==> config.mk <==
export PLATFORM = sky130hd
export DESIGN_NAME = ptd_dialer
export DESIGN_NICKNAME = d
export VERILOG_FILES = /design/src/shared/ptd_pkg.sv /design/src/verilog/ptd_dialer.sv
export VERILOG_INCLUDE_DIRS = /design/src /design/src/shared
export SDC_FILE = /design/constraint.sdc
export NUM_CORES = 1
export LEC_CHECK = 0
export BUFFER_PORTS_ARGS = -buffer_cell sky130_fd_sc_hd__buf_2
export CAP_MARGIN = 10
export CORE_ASPECT_RATIO = 1.5
export CORE_MARGIN = 5
export CORE_UTILIZATION = 28
export CTS_CLUSTER_DIAMETER = 120
export DETAILED_ROUTE_END_ITERATION = 16
export PLACE_DENSITY = 0.52
export SETUP_SLACK_MARGIN = 0.15
export SYNTH_ARGS = -nofsm -noshare
export SYNTH_HDL_FRONTEND = slang
export SYNTH_SLANG_ARGS = --single-unit
==> constraint.sdc <==
create_clock -name core_clk -period 6.3 [get_ports core_clk]
set_clock_uncertainty 0.2 [all_clocks]
set_input_delay 0.63 -clock core_clk [delete_from_list [all_inputs] [get_ports core_clk]]
set_output_delay 0.63 -clock core_clk [all_outputs]
set_load 0.005 [all_outputs]
==> src/shared/ptd_regs.svh <==
// timing, key and mode constants for the pulse/tone dialer
`ifndef PTD_REGS_SVH
`define PTD_REGS_SVH
`define PTD_CLK_NS 10
`define PTD_TICK_US 100
`define PTD_US_PER_MS 1000
`define PTD_DEBOUNCE_MS 23
`define PTD_RELEASE_MS 23
`define PTD_BEEP_MS 41
`define PTD_BEEP_HALF_US 500
`define PTD_PERIOD10_MS 100
`define PTD_PERIOD20_MS 50
`define PTD_BREAK_LONG_PCT 67
`define PTD_BREAK_SHORT_PCT 61
`define PTD_PCT_FULL 100
`define PTD_IDP_MS 800
`define PTD_TONE_MS 80
`define PTD_TONE_GAP_MS 80
`define PTD_PAUSE_MS 2000
`define PTD_FLASH_SHORT_MS 100
`define PTD_FLASH_LONG_MS 600
`define PTD_MEM_DEPTH 26
`define PTD_MEM_WRITABLE 25
`define PTD_ZERO_PULSES 10
`define PTD_KEY_REDIAL 4'h3
`define PTD_KEY_PAUSE 4'h7
`define PTD_KEY_FLASH 4'hB
`define PTD_KEY_STAR 4'hC
`define PTD_KEY_ZERO 4'hD
`define PTD_KEY_HASH 4'hE
`define PTD_KEY_LDT 4'hF
`define PTD_KEY_NONE 5'h1F
`define PTD_MODE_PPS20 2'h3
`define PTD_MODE_TONE 2'h0
`endif

==> src/shared/ptd_pkg.sv <==
// types shared by the pulse/tone dialer
package ptd_pkg;
  // sender sequencing states
  typedef enum logic [3:0] {
    SND_IDLE, SND_BREAK, SND_MAKE, SND_GAP, SND_TONE,
    SND_SILENT, SND_PAUSE, SND_FLASH, SND_HOLD
  } ptd_snd_e;
  // debounced key code: 0rrcc single key, 100rr row, 101cc column
  typedef logic [4:0] ptd_key_t;
  typedef logic [15:0] ptd_ticks_t;
endpackage : ptd_pkg

==> src/verilog/ptd_dialer.sv <==
// keypad, redial memory and pulse/tone sequencing of the dialer
`timescale 1ns/1ns
`default_nettype none
`include "ptd_regs.svh"
// How it works
// RQ1 - read 4x4 keypad, low level means pressed
// RQ2 - accept key after 23 ms stable closure
// RQ3 - 23 ms open guard before key released
// RQ4 - several keys ignored until one remains debounced
// RQ5 - tone mode: same row/column gives single tone
// RQ6 - fourth column blocks any single tone entry
// RQ7 - user leaves 50 ms between key entries
// RQ8 - single tone starts within 50 ms
// RQ9 - make ratio select: low gives 67% break
// RQ10 - make ratio select steady during transmission
// RQ11 - mode select: 10 pps, 20 pps or tone
// RQ12 - 26 location memory, 25 writable
// RQ13 - overflow during entry inhibits redial
// RQ14 - line dial tone key switches pulse to tone
// RQ15 - beep on every effective key entry
// RQ16 - redial replays mixed digits and stored pauses
// RQ17 - pause release skips consecutive stored pauses
// RQ18 - single tone only with its enable high
// RQ19 - flash breaks line 0.1 or 0.6 s
// RQ20 - all timing from one divided oscillator
// RQ21 - mode decode: high 20, open 10, ground tone
// RQ22 - beep is 41 ms of 1 kHz square
// RQ23 - overflowed memory refuses redial without beep
// RQ24 - intervals are tick counts of divided clock
module ptd_dialer #(
  parameter int TICK_CYC = `PTD_TICK_US * 1000 / `PTD_CLK_NS
) (
  // clock and reset
  input wire logic core_clk,
  input wire logic arst_n,
  // keypad lines, low while a key pulls them
  input wire logic [3:0] row_n,
  input wire logic [3:0] col_n,
  // static selects and hook state
  input wire logic make_ratio_select,
  input wire logic [1:0] dial_mode_select,
  input wire logic flash_time_select,
  input wire logic single_tone_enable,
  input wire logic hook_off,
  // line side outputs
  output logic pulse_out,
  output logic [3:0] tone_row,
  output logic [3:0] tone_col,
  output logic beep_out,
  output logic mute_on,
  output logic mode_tone
);
  import ptd_pkg::*;

  localparam int TPM = `PTD_US_PER_MS / `PTD_TICK_US; // ticks per ms
  localparam int TW = $clog2(TICK_CYC);
  localparam ptd_ticks_t DEB_T = 16'(`PTD_DEBOUNCE_MS * TPM);
  localparam ptd_ticks_t REL_T = 16'(`PTD_RELEASE_MS * TPM);
  localparam ptd_ticks_t BEEP_T = 16'(`PTD_BEEP_MS * TPM);
  localparam ptd_ticks_t HALF_T = 16'(`PTD_BEEP_HALF_US / `PTD_TICK_US);
  localparam int P10 = `PTD_PERIOD10_MS * TPM;
  localparam int P20 = `PTD_PERIOD20_MS * TPM;
  localparam ptd_ticks_t B10L = 16'(P10 * `PTD_BREAK_LONG_PCT / `PTD_PCT_FULL);
  localparam ptd_ticks_t B10S = 16'(P10 * `PTD_BREAK_SHORT_PCT / `PTD_PCT_FULL);
  localparam ptd_ticks_t B20L = 16'(P20 * `PTD_BREAK_LONG_PCT / `PTD_PCT_FULL);
  localparam ptd_ticks_t B20S = 16'(P20 * `PTD_BREAK_SHORT_PCT / `PTD_PCT_FULL);
  localparam ptd_ticks_t IDP_T = 16'(`PTD_IDP_MS * TPM);
  localparam ptd_ticks_t TONE_T = 16'(`PTD_TONE_MS * TPM);
  localparam ptd_ticks_t TGAP_T = 16'(`PTD_TONE_GAP_MS * TPM);
  localparam ptd_ticks_t PAUSE_T = 16'(`PTD_PAUSE_MS * TPM);
  localparam ptd_ticks_t FLS_T = 16'(`PTD_FLASH_SHORT_MS * TPM);
  localparam ptd_ticks_t FLL_T = 16'(`PTD_FLASH_LONG_MS * TPM);
  localparam logic [4:0] WR_MAX = 5'(`PTD_MEM_WRITABLE);

  // pin synchronisers: stage one feeds stage two only
  logic [13:0] sy1, sy2;
  logic [3:0] rows, cols;
  logic hook, ste, frs, mrs;
  logic [1:0] dms;
  // timebase
  logic [TW-1:0] pre;
  logic tick;
  // key decode and debounce
  ptd_key_t kcode, prev;
  ptd_ticks_t dcnt;
  logic held, accept;
  logic [2:0] nr, nc;
  // control state
  ptd_snd_e st;
  ptd_ticks_t t, lim, brk_t, mk_t;
  logic [3:0] pl;
  logic [4:0] scode;
  logic [1:0] mode_lat;
  logic ldt_tone, tone_mode, first, ovf, replay, skip, hook_d;
  logic [4:0] mem [`PTD_MEM_DEPTH];
  logic [4:0] wr_cnt, rd_ptr;
  logic beep_act;
  ptd_ticks_t bcnt, hcnt;

  function automatic logic [2:0] ones4(input logic [3:0] v);
    ones4 = {2'h0, v[0]} + {2'h0, v[1]} + {2'h0, v[2]} + {2'h0, v[3]};
  endfunction : ones4

  function automatic logic [1:0] enc2(input logic [3:0] v);
    enc2 = v[3] ? 2'h3 : v[2] ? 2'h2 : v[1] ? 2'h1 : 2'h0;
  endfunction : enc2

  // pulses per digit key; zero sends the longest train
  function automatic logic [3:0] pulses(input logic [3:0] k);
    if (k == `PTD_KEY_ZERO) pulses = 4'(`PTD_ZERO_PULSES);
    else pulses = 4'({2'h0, k[3:2]} * 4'h3 + {2'h0, k[1:0]} + 4'h1);
  endfunction : pulses

  // two flop sync of every pin; key lines may be driven electronically
  always_ff @(posedge core_clk or negedge arst_n) begin
    if (!arst_n) begin
      sy1 <= 14'h00FF;
      sy2 <= 14'h00FF;
    end else begin
      sy1 <= {hook_off, single_tone_enable, flash_time_select,
              make_ratio_select, dial_mode_select, col_n, row_n};
      sy2 <= sy1;
    end
  end
  assign rows = ~sy2[3:0]; // [RQ1]
  assign cols = ~sy2[7:4];
  assign dms = sy2[9:8];
  assign mrs = sy2[10];
  assign frs = sy2[11];
  assign ste = sy2[12];
  assign hook = sy2[13];

  // prescaler stands in for the resonator divider [RQ20]
  always_ff @(posedge core_clk or negedge arst_n) begin
    if (!arst_n) pre <= '0;
    else if (tick) pre <= '0;
    else pre <= pre + 1'b1;
  end
  assign tick = (pre == TW'(TICK_CYC - 1)); // [RQ24]

  // matrix decode; any other combination reads as no key
  always_comb begin
    nr = ones4(rows);
    nc = ones4(cols);
    kcode = `PTD_KEY_NONE; // [RQ4]
    if (nr == 3'h1 && nc == 3'h1) kcode = {1'b0, enc2(rows), enc2(cols)};
    else if (tone_mode && !cols[3] && nr == 3'h1 && nc > 3'h1) // [RQ6]
      kcode = {3'h4, enc2(rows)}; // [RQ5]
    else if (tone_mode && !cols[3] && nc == 3'h1 && nr > 3'h1)
      kcode = {3'h5, enc2(cols)};
  end

  // debounce and release guard share one tick counter
  always_ff @(posedge core_clk or negedge arst_n) begin
    if (!arst_n) begin
      prev <= `PTD_KEY_NONE;
      dcnt <= '0;
      held <= 1'b0;
    end else if (!hook) begin
      prev <= `PTD_KEY_NONE;
      dcnt <= '0;
      held <= 1'b0;
    end else if (kcode != prev) begin
      prev <= kcode; // any change restarts timing
      dcnt <= '0;
    end else if (tick) begin
      if (kcode == `PTD_KEY_NONE) begin
        if (dcnt == REL_T) held <= 1'b0; // [RQ3]
        else dcnt <= dcnt + 16'h1;
      end else if (!held) begin
        if (dcnt == DEB_T) held <= 1'b1;
        else dcnt <= dcnt + 16'h1;
      end
    end
  end
  // one pulse per closure, after the debounce time [RQ2]
  assign accept = hook && tick && kcode == prev && !held &&
                  kcode != `PTD_KEY_NONE && dcnt == DEB_T;

  // key classes; the sender refuses new digits while busy
  wire busy = (st != SND_IDLE) || replay;
  wire single = accept && !prev[4];
  wire [3:0] idx = prev[3:0];
  wire k_flash = single && idx == `PTD_KEY_FLASH;
  wire k_red = single && idx == `PTD_KEY_REDIAL && !busy && first &&
               !ovf && wr_cnt != 5'h0; // [RQ13] [RQ23]
  wire k_rel = single && idx == `PTD_KEY_PAUSE && replay &&
               st == SND_PAUSE;
  wire k_pst = single && idx == `PTD_KEY_PAUSE && !busy;
  wire k_ldt = single && idx == `PTD_KEY_LDT && !tone_mode && !busy;
  wire k_dig = single && idx[1:0] != 2'h3 && !busy && (tone_mode ||
               (idx != `PTD_KEY_STAR && idx != `PTD_KEY_HASH));
  wire k_st = accept && prev[4] && ste && !busy; // [RQ18]
  wire effective = k_flash | k_red | k_rel | k_pst | k_ldt | k_dig | k_st;
  wire store = k_dig | k_pst;
  wire [4:0] cur = mem[rd_ptr];
  wire rd_more = replay && st == SND_IDLE && rd_ptr < wr_cnt;
  wire rd_skip = rd_more && skip && cur[3:0] == `PTD_KEY_PAUSE;
  wire rep_go = rd_more && !rd_skip;
  wire go = rep_go | k_dig;
  wire [4:0] go_code = rep_go ? cur : {tone_mode, idx};

  // mode latched only while idle; ground means tone [RQ11] [RQ21]
  always_ff @(posedge core_clk or negedge arst_n) begin
    if (!arst_n) begin
      mode_lat <= `PTD_MODE_TONE;
      ldt_tone <= 1'b0;
      hook_d <= 1'b0;
    end else begin
      hook_d <= hook;
      if (!busy) mode_lat <= dms;
      if (!hook) ldt_tone <= 1'b0;
      else if (k_ldt) ldt_tone <= 1'b1; // [RQ14]
    end
  end
  assign tone_mode = ldt_tone || mode_lat == `PTD_MODE_TONE;

  // pulse timing from rate and make ratio select [RQ9]
  always_comb begin
    if (mode_lat == `PTD_MODE_PPS20) begin
      brk_t = mrs ? B20S : B20L;
      mk_t = 16'(P20) - brk_t;
    end else begin
      brk_t = mrs ? B10S : B10L;
      mk_t = 16'(P10) - brk_t;
    end
    unique case (st)
      SND_BREAK: lim = brk_t;
      SND_MAKE: lim = mk_t;
      SND_GAP: lim = IDP_T;
      SND_TONE: lim = TONE_T;
      SND_SILENT: lim = TGAP_T;
      SND_PAUSE: lim = PAUSE_T;
      SND_FLASH: lim = frs ? FLL_T : FLS_T; // [RQ19]
      default: lim = '0;
    endcase
  end
  wire done = tick && t == lim;

  // sender: flash overrides everything, else one entry at a time
  always_ff @(posedge core_clk or negedge arst_n) begin
    if (!arst_n) begin
      st <= SND_IDLE;
      t <= '0;
      pl <= 4'h0;
      scode <= 5'h0;
    end else if (!hook) begin
      st <= SND_IDLE;
      t <= '0;
    end else if (k_flash) begin
      st <= SND_FLASH;
      t <= '0;
    end else if (k_st) begin
      st <= SND_HOLD; // starts right after debounce [RQ8]
      scode <= prev;
    end else begin
      if (tick) t <= t + 16'h1;
      unique case (st)
        SND_IDLE: begin
          t <= '0;
          if (go) begin
            scode <= go_code;
            pl <= pulses(go_code[3:0]);
            if (go_code[3:0] == `PTD_KEY_PAUSE) st <= SND_PAUSE; // [RQ16]
            else if (go_code[4]) st <= SND_TONE;
            else st <= SND_BREAK;
          end
        end
        SND_BREAK: if (done) begin
          t <= '0;
          st <= SND_MAKE;
        end
        SND_MAKE: if (done) begin
          t <= '0;
          pl <= pl - 4'h1;
          st <= (pl == 4'h1) ? SND_GAP : SND_BREAK;
        end
        SND_TONE: if (done) begin
          t <= '0;
          st <= SND_SILENT;
        end
        SND_PAUSE: if (done || k_rel) st <= SND_IDLE; // [RQ17]
        SND_HOLD: if (kcode == `PTD_KEY_NONE) st <= SND_IDLE;
        SND_GAP, SND_SILENT, SND_FLASH: if (done) st <= SND_IDLE;
      endcase
    end
  end

  // redial memory: a storing entry that is the first effective key after off hook clears it
  always_ff @(posedge core_clk or negedge arst_n) begin
    if (!arst_n) begin
      wr_cnt <= 5'h0;
      ovf <= 1'b0;
      first <= 1'b0;
    end else begin
      if (hook && !hook_d) first <= 1'b1;
      else if (effective) first <= 1'b0;
      if (store && first) begin
        wr_cnt <= 5'h1;
        ovf <= 1'b0;
      end else if (store && wr_cnt < WR_MAX) wr_cnt <= wr_cnt + 5'h1;
      else if (store) ovf <= 1'b1; // [RQ12] [RQ13]
    end
  end
  // storage array has no reset; write index follows the count
  always_ff @(posedge core_clk) begin
    if (store && first) mem[0] <= {tone_mode, idx};
    else if (store && wr_cnt < WR_MAX) mem[wr_cnt] <= {tone_mode, idx};
  end

  // replay walks the stored entries, each with its own mode
  always_ff @(posedge core_clk or negedge arst_n) begin
    if (!arst_n) begin
      replay <= 1'b0;
      rd_ptr <= 5'h0;
      skip <= 1'b0;
    end else if (!hook || k_flash) begin
      replay <= 1'b0;
      skip <= 1'b0;
    end else if (k_red) begin
      replay <= 1'b1; // [RQ16]
      rd_ptr <= 5'h0;
      skip <= 1'b0;
    end else begin
      if (k_rel) skip <= 1'b1; // drop the following pauses too [RQ17]
      else if (rep_go) skip <= 1'b0;
      if (rd_skip || rep_go) rd_ptr <= rd_ptr + 5'h1;
      if (replay && st == SND_IDLE && rd_ptr == wr_cnt) replay <= 1'b0;
    end
  end

  // confirmation beep, 1 kHz square for its fixed length [RQ15] [RQ22]
  always_ff @(posedge core_clk or negedge arst_n) begin
    if (!arst_n) begin
      beep_act <= 1'b0;
      bcnt <= '0;
      hcnt <= '0;
      beep_out <= 1'b0;
    end else if (effective) begin
      beep_act <= 1'b1;
      bcnt <= '0;
      hcnt <= '0;
      beep_out <= 1'b1;
    end else if (beep_act && tick) begin
      bcnt <= bcnt + 16'h1;
      hcnt <= (hcnt == HALF_T - 16'h1) ? 16'h0 : hcnt + 16'h1;
      if (hcnt == HALF_T - 16'h1) beep_out <= ~beep_out;
      if (bcnt == BEEP_T - 16'h1) begin
        beep_act <= 1'b0;
        beep_out <= 1'b0;
      end
    end
  end

  // registered line outputs; a held single tone drives one group
  always_ff @(posedge core_clk or negedge arst_n) begin
    if (!arst_n) begin
      pulse_out <= 1'b0;
      tone_row <= 4'h0;
      tone_col <= 4'h0;
      mute_on <= 1'b0;
      mode_tone <= 1'b0;
    end else begin
      pulse_out <= st == SND_BREAK || st == SND_FLASH; // [RQ19]
      tone_row <= 4'h0;
      tone_col <= 4'h0;
      if (st == SND_TONE) begin
        tone_row <= 4'h1 << scode[3:2];
        tone_col <= 4'h1 << scode[1:0];
      end else if (st == SND_HOLD && ste) begin // [RQ18]
        if (!scode[2]) tone_row <= 4'h1 << scode[1:0];
        else tone_col <= 4'h1 << scode[1:0];
      end
      mute_on <= hook && (busy || beep_act);
      mode_tone <= hook && tone_mode;
    end
  end
endmodule : ptd_dialer
`default_nettype wire

# Yosys cells after proc, flatten, opt, wreduce, memory -nomap -nowiden
# Memory sizes are Yosys's and may differ from the RTL's.
# Cells that the tools add are included.
word_totals:
  ff_bits: 155
  ramBits: 130
  inputBits: 16
  elab_cells: 313
  memories: 1
mem_list:
  columns: ["name", "words", "word_bits", "read_ports", "rd_ports_with_merged_regs", "write_ports", "line_no", "text"]
  rows:
  - ["mem", 26, 5, 1, 0, 1, "ptd_dialer.sv:95", "logic [4:0] mem [`PTD_MEM_DEPTH];"]
classes:
  add_sub_neg: 18
  mul: 1
  n_lt_le_gt_ge: 4
  eq_ne: 50
  n_shift: 2
  mux: 103
  n_bitwise: 14
  reduce_logical: 92
op_table:
  columns: ["cell", "count"]
  rows:
  - ["$mux W16", 17]
  - ["$mux W4", 24]
  - ["$pmux W16 S6", 1]
  - ["$add A16 B1 Y16 const B", 4]
  - ["$mux W5", 10]
  - ["$logic_and A1 B1 Y1", 46]
  - ["$mux W1", 36]
  - ["$ne A5 B5 Y1 const B", 7]
  - ["$pmux W16 S2", 1]
  - ["$eq A4 B3 Y1 const B", 7]
  - ["$pmux W4 S7", 1]
  - ["$reduce_bool A2 Y1", 9]
  - ["$eq A16 B16 Y1", 1]
  - ["$eq A16 B3 Y1 const B", 1]
  - ["$eq A16 B8 Y1 const B", 1]
  - ["$eq A16 B9 Y1 const B", 1]
  - ["$eq A4 B4 Y1 const B", 4]
  - ["$add A14 B1 Y14 const B", 1]
  - ["$eq A14 B14 Y1 const B", 1]
  - ["$mux W14", 1]
  - ["$mux W13", 1]
  - ["$eq A4 B2 Y1 const B", 3]
  - ["$sub A10 B10 Y11 const A", 1]
  - ["$add A5 B1 Y5 const B", 2]
  - ["other kinds (49)", 103]

# Depth between registers and ports, before layout
depth:
  word_depth: 29
  mapped_depth: 16

# Worst setup path after synthesis
# No wires, ideal clock.
synth_timing:
  path_kind: "reg2reg"
  from: "reg sy2[3]"
  to: "mem mem[0][0], enable pin"
  setup_ps: 381
  arrival_time_ps: 3880
  slack_ps: 1839
  path_stages_with_launch: 13
  path_buffers: 1
  path_cell_list: "dfstp_2 -> inv_1 -> fa_1 -> ha_1 -> ha_1 -> nor4b_4 -> a311oi_1 -> a311o_1 -> o32a_1 -> nand3_2 -> nand3_4 -> clkbuf_1 -> nor4_1"
synth_between:
  elab_chain_len: 23
  elab_cells_between_ends: 35
synth_rtl:
  columns: ["item", "line_no", "text"]
  rows:
  - ["start: declaration", "ptd_dialer.sv:76", "logic [13:0] sy1, sy2;"]
  - ["start signal: assignment", "ptd_dialer.sv:122", "sy2 <= sy1;"]
  - ["$not A4 Y4 *", "ptd_dialer.sv:125", "assign rows = ~sy2[3:0];"]
  - ["$add A3 B1 Y3", "ptd_dialer.sv:101", "ones4 = {2'h0, v[0]} + {2'h0, v[1]} + {2'h0, v[2]} + {2'h0, v[3]};"]
  - ["$gt A3 B1 Y1 or $eq A3 B1 Y1 (tied branches)", "ptd_dialer.sv:149, ptd_dialer.sv:146, ptd_dialer.sv:147", null]
  - ["$logic_and A1 B1 Y1 (on tied branches)", "ptd_dialer.sv:149, ptd_dialer.sv:147", null]
  - ["$mux W4 or $logic_and A1 B1 Y1 (tied branches)", "ptd_dialer.sv:149, ptd_dialer.sv:147", null]
  - ["$mux W4", "ptd_dialer.sv:147", "else if (tone_mode && !cols[3] && nr == 3'h1 && nc > 3'h1)"]
  - ["$mux W5 *", "ptd_dialer.sv:146", "if (nr == 3'h1 && nc == 3'h1) kcode = {1'b0, enc2(rows), enc2(cols)};"]
  - ["$eq A5 B5 Y1", "ptd_dialer.sv:177", "assign accept = hook && tick && kcode == prev && !held &&"]
  - ["[... 5 more ...]", null, null]
  - ["$logic_and A1 B1 Y1 (3 in series)", "ptd_dialer.sv:191", "wire k_dig = single && idx[1:0] != 2'h3 && !busy && (tone_mode ||"]
  - ["$or A1 B1 Y1 *", "ptd_dialer.sv:195", "wire store = k_dig | k_pst;"]
  - ["$logic_and A1 B1 Y1", "ptd_dialer.sv:308", "else if (store && wr_cnt < WR_MAX) mem[wr_cnt] <= {tone_mode, idx};"]
  - ["$mux W1", "ptd_dialer.sv:308", null]
  - ["$mux W1", "ptd_dialer.sv:307", "if (store && first) mem[0] <= {tone_mode, idx};"]
  - ["$mux W1 (implied by the code)", "ptd_dialer.sv:308", null]
  - ["$reduce_or A5 Y1 (no line)", null, null]
  - ["$mux W5 (no line) or $mux W1 (tied branches)", null, null]
  - ["end: declaration", "ptd_dialer.sv:95", null]
# Mark *: on every way between the ends. The rest lies on a longest branch, timed or not.

# Worst setup path after layout
layout_timing:
  from: "reg sy2[3]"
  to: "mem mem[9][4], enable pin"
# The elaborated chain is that of the path after synthesis.

==> flow_summary_export.csv <==
group,metric,value,unit
outcome,status,"completed",
yosys,yosysTopAreaCell,"edfxtp_1",
timing,slew_violations,0,
yosys,seq_area_frac_synth,0.546,
floorplan,num_rows,101,
yosys,synth_edf_count,130,
power_and_ir_drop,power.total,0.00471,W
critical_path,worstRegToRegCells,13,
min_path,min_path_type,"flip-flop to flip-flop",
clock_tree,clock-sinks,285,
global_route,top_usage_layer,"met2",
routing,route.detailed.drc,0,
routing,vias_per_cell,5.02,
yosys,synth_xor_area_frac,0.0318,
yosys,muxShareOfSynthArea,0.0681,
global_route,overflow,0,
yosys,synth_flop_cell,"dfrtp_1",
timing,worst_pin_slew,1.05,ns
critical_path,r2r-start,"sy2[3]",
cells_and_area,n_antenna_cell,0,
global_route,antenna_found_initial,0,
routing,wl_per_cell,18.6,µm
timing,fin_crit_sh,0.886,
power_and_ir_drop,vdd_drop_max,0.000228,V
timing,relSlewSlack,0.290,
clock_tree,numCtsBuffers,28,
global_route,grt_util_met2,0.251,
power_and_ir_drop,powerDensity,289,mW/mm²
min_path,holdCritStartpoint,"sy1[11]",
floorplan,io_pins,28,
clock_tree,cts-resized-gates,0,
job,maxCapViolations,0,
critical_path,r2r_slack,0.72,ns
min_path,whs_path_depth,0,
floorplan,coreArea,0.0507,mm²
yosys,synthAdderAreaFrac,0.0344,
place,dp_hpwl,25800,µm
cells_and_area,drive_gt1_frac,0.134,
cells_and_area,design_area,0.0163,mm²
place,gp_congestion,0.848,
clock_tree,cts_tree,"built",
yosys,synth_warnings,0,
cells_and_area,area_growth,14.0,%
place,portBuffers,27,
yosys,yosys-top-cells-area,"edfxtp_1, dfrtp_1, dfstp_2",
timing,holdWs,0.151,ns
global_route,grt_pass1_wl,57400,µm
yosys,synth_top_family_by_area,"simple AND/OR/NAND/NOR gates",
critical_path,worst-path-max-fanout,25,
timing,finalHoldViolCount,0,
yosys,synth_top_area_share,0.273,
clock_tree,cts.hold.buffers_added,15,
global_route,grt_pass1_vias,10200,
yosys,synth-simple-area-share,0.178,
place,placed_cell_area,0.0152,mm²
critical_path,startpoint_type,"flip-flop",
routing,vias,9934,
clock_tree,clock_latency,0.59,ns
floorplan,dieArea,0.0558,mm²
cells_and_area,final_nets,1340,
cells_and_area,final_util,0.322,
power_and_ir_drop,p_leak,5.88,nW
timing,setup_viol,0,
global_route,met1_usage,0.136,
timing,setup_tns,0,ns
yosys,syn_area,0.0143,mm²
routing,ant_nets,0,
timing,max_freq,179,MHz
clock_tree,path_clk_slew,0.06,ns
clock_tree,cts_max_level,1,
clock_tree,cts_root_buffer,"clkbuf_16",
floorplan,start_util,0.282,
routing,drtIter0Drc,575,
clock_tree,cts.path.max_buffers,3,
yosys,syn_inst,1247,
min_path,worstHoldEndpoint,"sy2[11]",
global_route,grtUsageTotal,0.128,
yosys,postSynthAreaPerCell,11.5,µm²
clock_tree,post_cts_buffers,0,
critical_path,crit_arrival,5.62,ns
timing,fin_crit,5.58,ns
yosys,yosys.cell_types.count,96,
cells_and_area,n_fill_cell,5075,
critical_path,critPathKind,"flip-flop to flip-flop",
critical_path,worst_setup_path_end_kind,"flip-flop",
timing,rsz0062_at_grt,"false",
yosys,ys_ff_latch,285,
routing,firstDrtPassIters,4,
critical_path,reg2reg_to,"mem[9][4]",
global_route,grt_util_met3,0.0134,
yosys,synth-async-reset-ratio,0.544,
routing,totalWireLength,36700,µm
floorplan,die_w,195,µm
critical_path,cp.required,6.34,ns
floorplan,fp.dieH,287,µm
yosys,synth_compound_gate_area_share,0.109,
global_route,grt_max_degree,93,
-- per-stage QoR --
stage               std cells  setup slack (ns)
floorplan                1251              1.84
global placement         1911             0.791
detailed placement       1911             0.676
CTS                      1978             0.629
global route             1978             0.275
finish                   1978             0.716
-- metal layers --
metal / part of all wire / up-vias
met5: 0 / -
met4: 0.047 / 0
met3: 0.031 / 77
met2: 0.55 / 203
met1: 0.37 / 4932
li1: - / 4722
-- final cells by class --
cell class / count / area [µm²] / share of cell area
flip-flops and latches: 285 / 7810 / 0.479
inverters: 50 / 188 / 0.0115
clock buffers: 34 / 743 / 0.0455
well taps: 669 / 837 / 0.0513
repair buffers: 63 / 449 / 0.0275
multi-input cells: 859 / 6040 / 0.370
clock inverters: 18 / 249 / 0.0153
-- cells in the mapped netlist, drive strengths merged (5+ instances only) --
cell / n
nor4: 14
o2111ai: 5
nor2b: 13
xnor2: 22
mux2i: 40
or3: 19
o211ai: 17
nand2b: 13
o31ai: 9
dfrtp: 134
clkbuf: 25
nor4b: 6
a211oi: 9
nor3b: 10
or4: 5
o22ai: 5
and3: 21
dfstp: 21
mux4: 20
nand3b: 11
nand3: 52
o21ai: 46
a21o: 5
nor3: 26
nor2: 121
a21oi: 55
nand4b: 8
nand2: 84
inv: 50
and2: 10
ha: 33
buf: 32
a31oi: 30
or2: 6
nand4: 27
mux2: 11
edfxtp: 130
xor2: 30
-- cell usage in the layout (no fill, tap or decap), types with 8 or more instances in the layout --
master,n
xor2_1,30
mux2i_1,40
a21oi_1,55
buf_2,26
nand4_1,27
nand3_1,49
nand4b_1,8
nand3b_1,11
a211oi_1,8
nor4_1,12
mux2_2,10
xnor2_1,22
o21ai_0,42
nor2b_1,13
dfrtp_1,133
nand2_1,84
or3_1,18
nor3_1,26
a31oi_1,29
clkbuf_16,28
and3_1,21
dlygate4sd3_1,15
buf_4,21
nor3b_1,9
inv_1,50
o211ai_1,15
and2_1,8
mux4_2,20
dfstp_2,21
nor2_1,120
edfxtp_1,130
ha_1,33
o31ai_1,8
nand2b_1,13
-- power breakdown --
group	internal [W]	switching, W
logic	0.000299	0.000563
registers	0.00202	0.0000384
clock network	0.00105	0.000743
-- critical path: stages, from the launching register on --
cell and delay (ns):
dfstp_2 0.56, inv_1 0.06, fa_1 0.43, ha_1 0.21, ha_1 0.32, nor4b_4 0.38
nand4_1 0.29, mux2_2 0.36, mux2i_1 0.22, and2_1 0.35, nand3_4 0.31, nor4_4 0.53
nand3_1 0.49, nor2_1 0.51
-- sequential cells by signal (all words and copies together), names as in the netlist, 5 cells and up --
signal	count
t	16
wr_cnt	5
mem	130
pre	14
bcnt	16
sy1	14
rd_ptr	5
dcnt	16
sy2	14
hcnt	16
prev	5
-- cells by family after synthesis --
| group | Yosys count |
|---|---|
| other | 1 |
| muxes | 71 |
| AOI/OAI and AO/OA | 228 |
| adders and majority gates | 37 |
| and+or+nand+nor | 466 |
| DFF | 285 |
| xor gates and xnor gates | 52 |
| buffers and inverters | 107 |
-- worst max path at each step --
stage                     depth (start not counted)          to   start
after floorplan                                  12   mem[0][0]  sy2[3]
after global placement                           13  mem[19][3]  sy2[3]
after detailed placement                         13   mem[3][1]  sy2[3]
after CTS                                        13  mem[19][0]  sy2[3]
after global routing                             13  mem[17][4]  sy2[7]
final                                            13   mem[9][4]  sy2[3]
(Power assumes the default switching activity.)
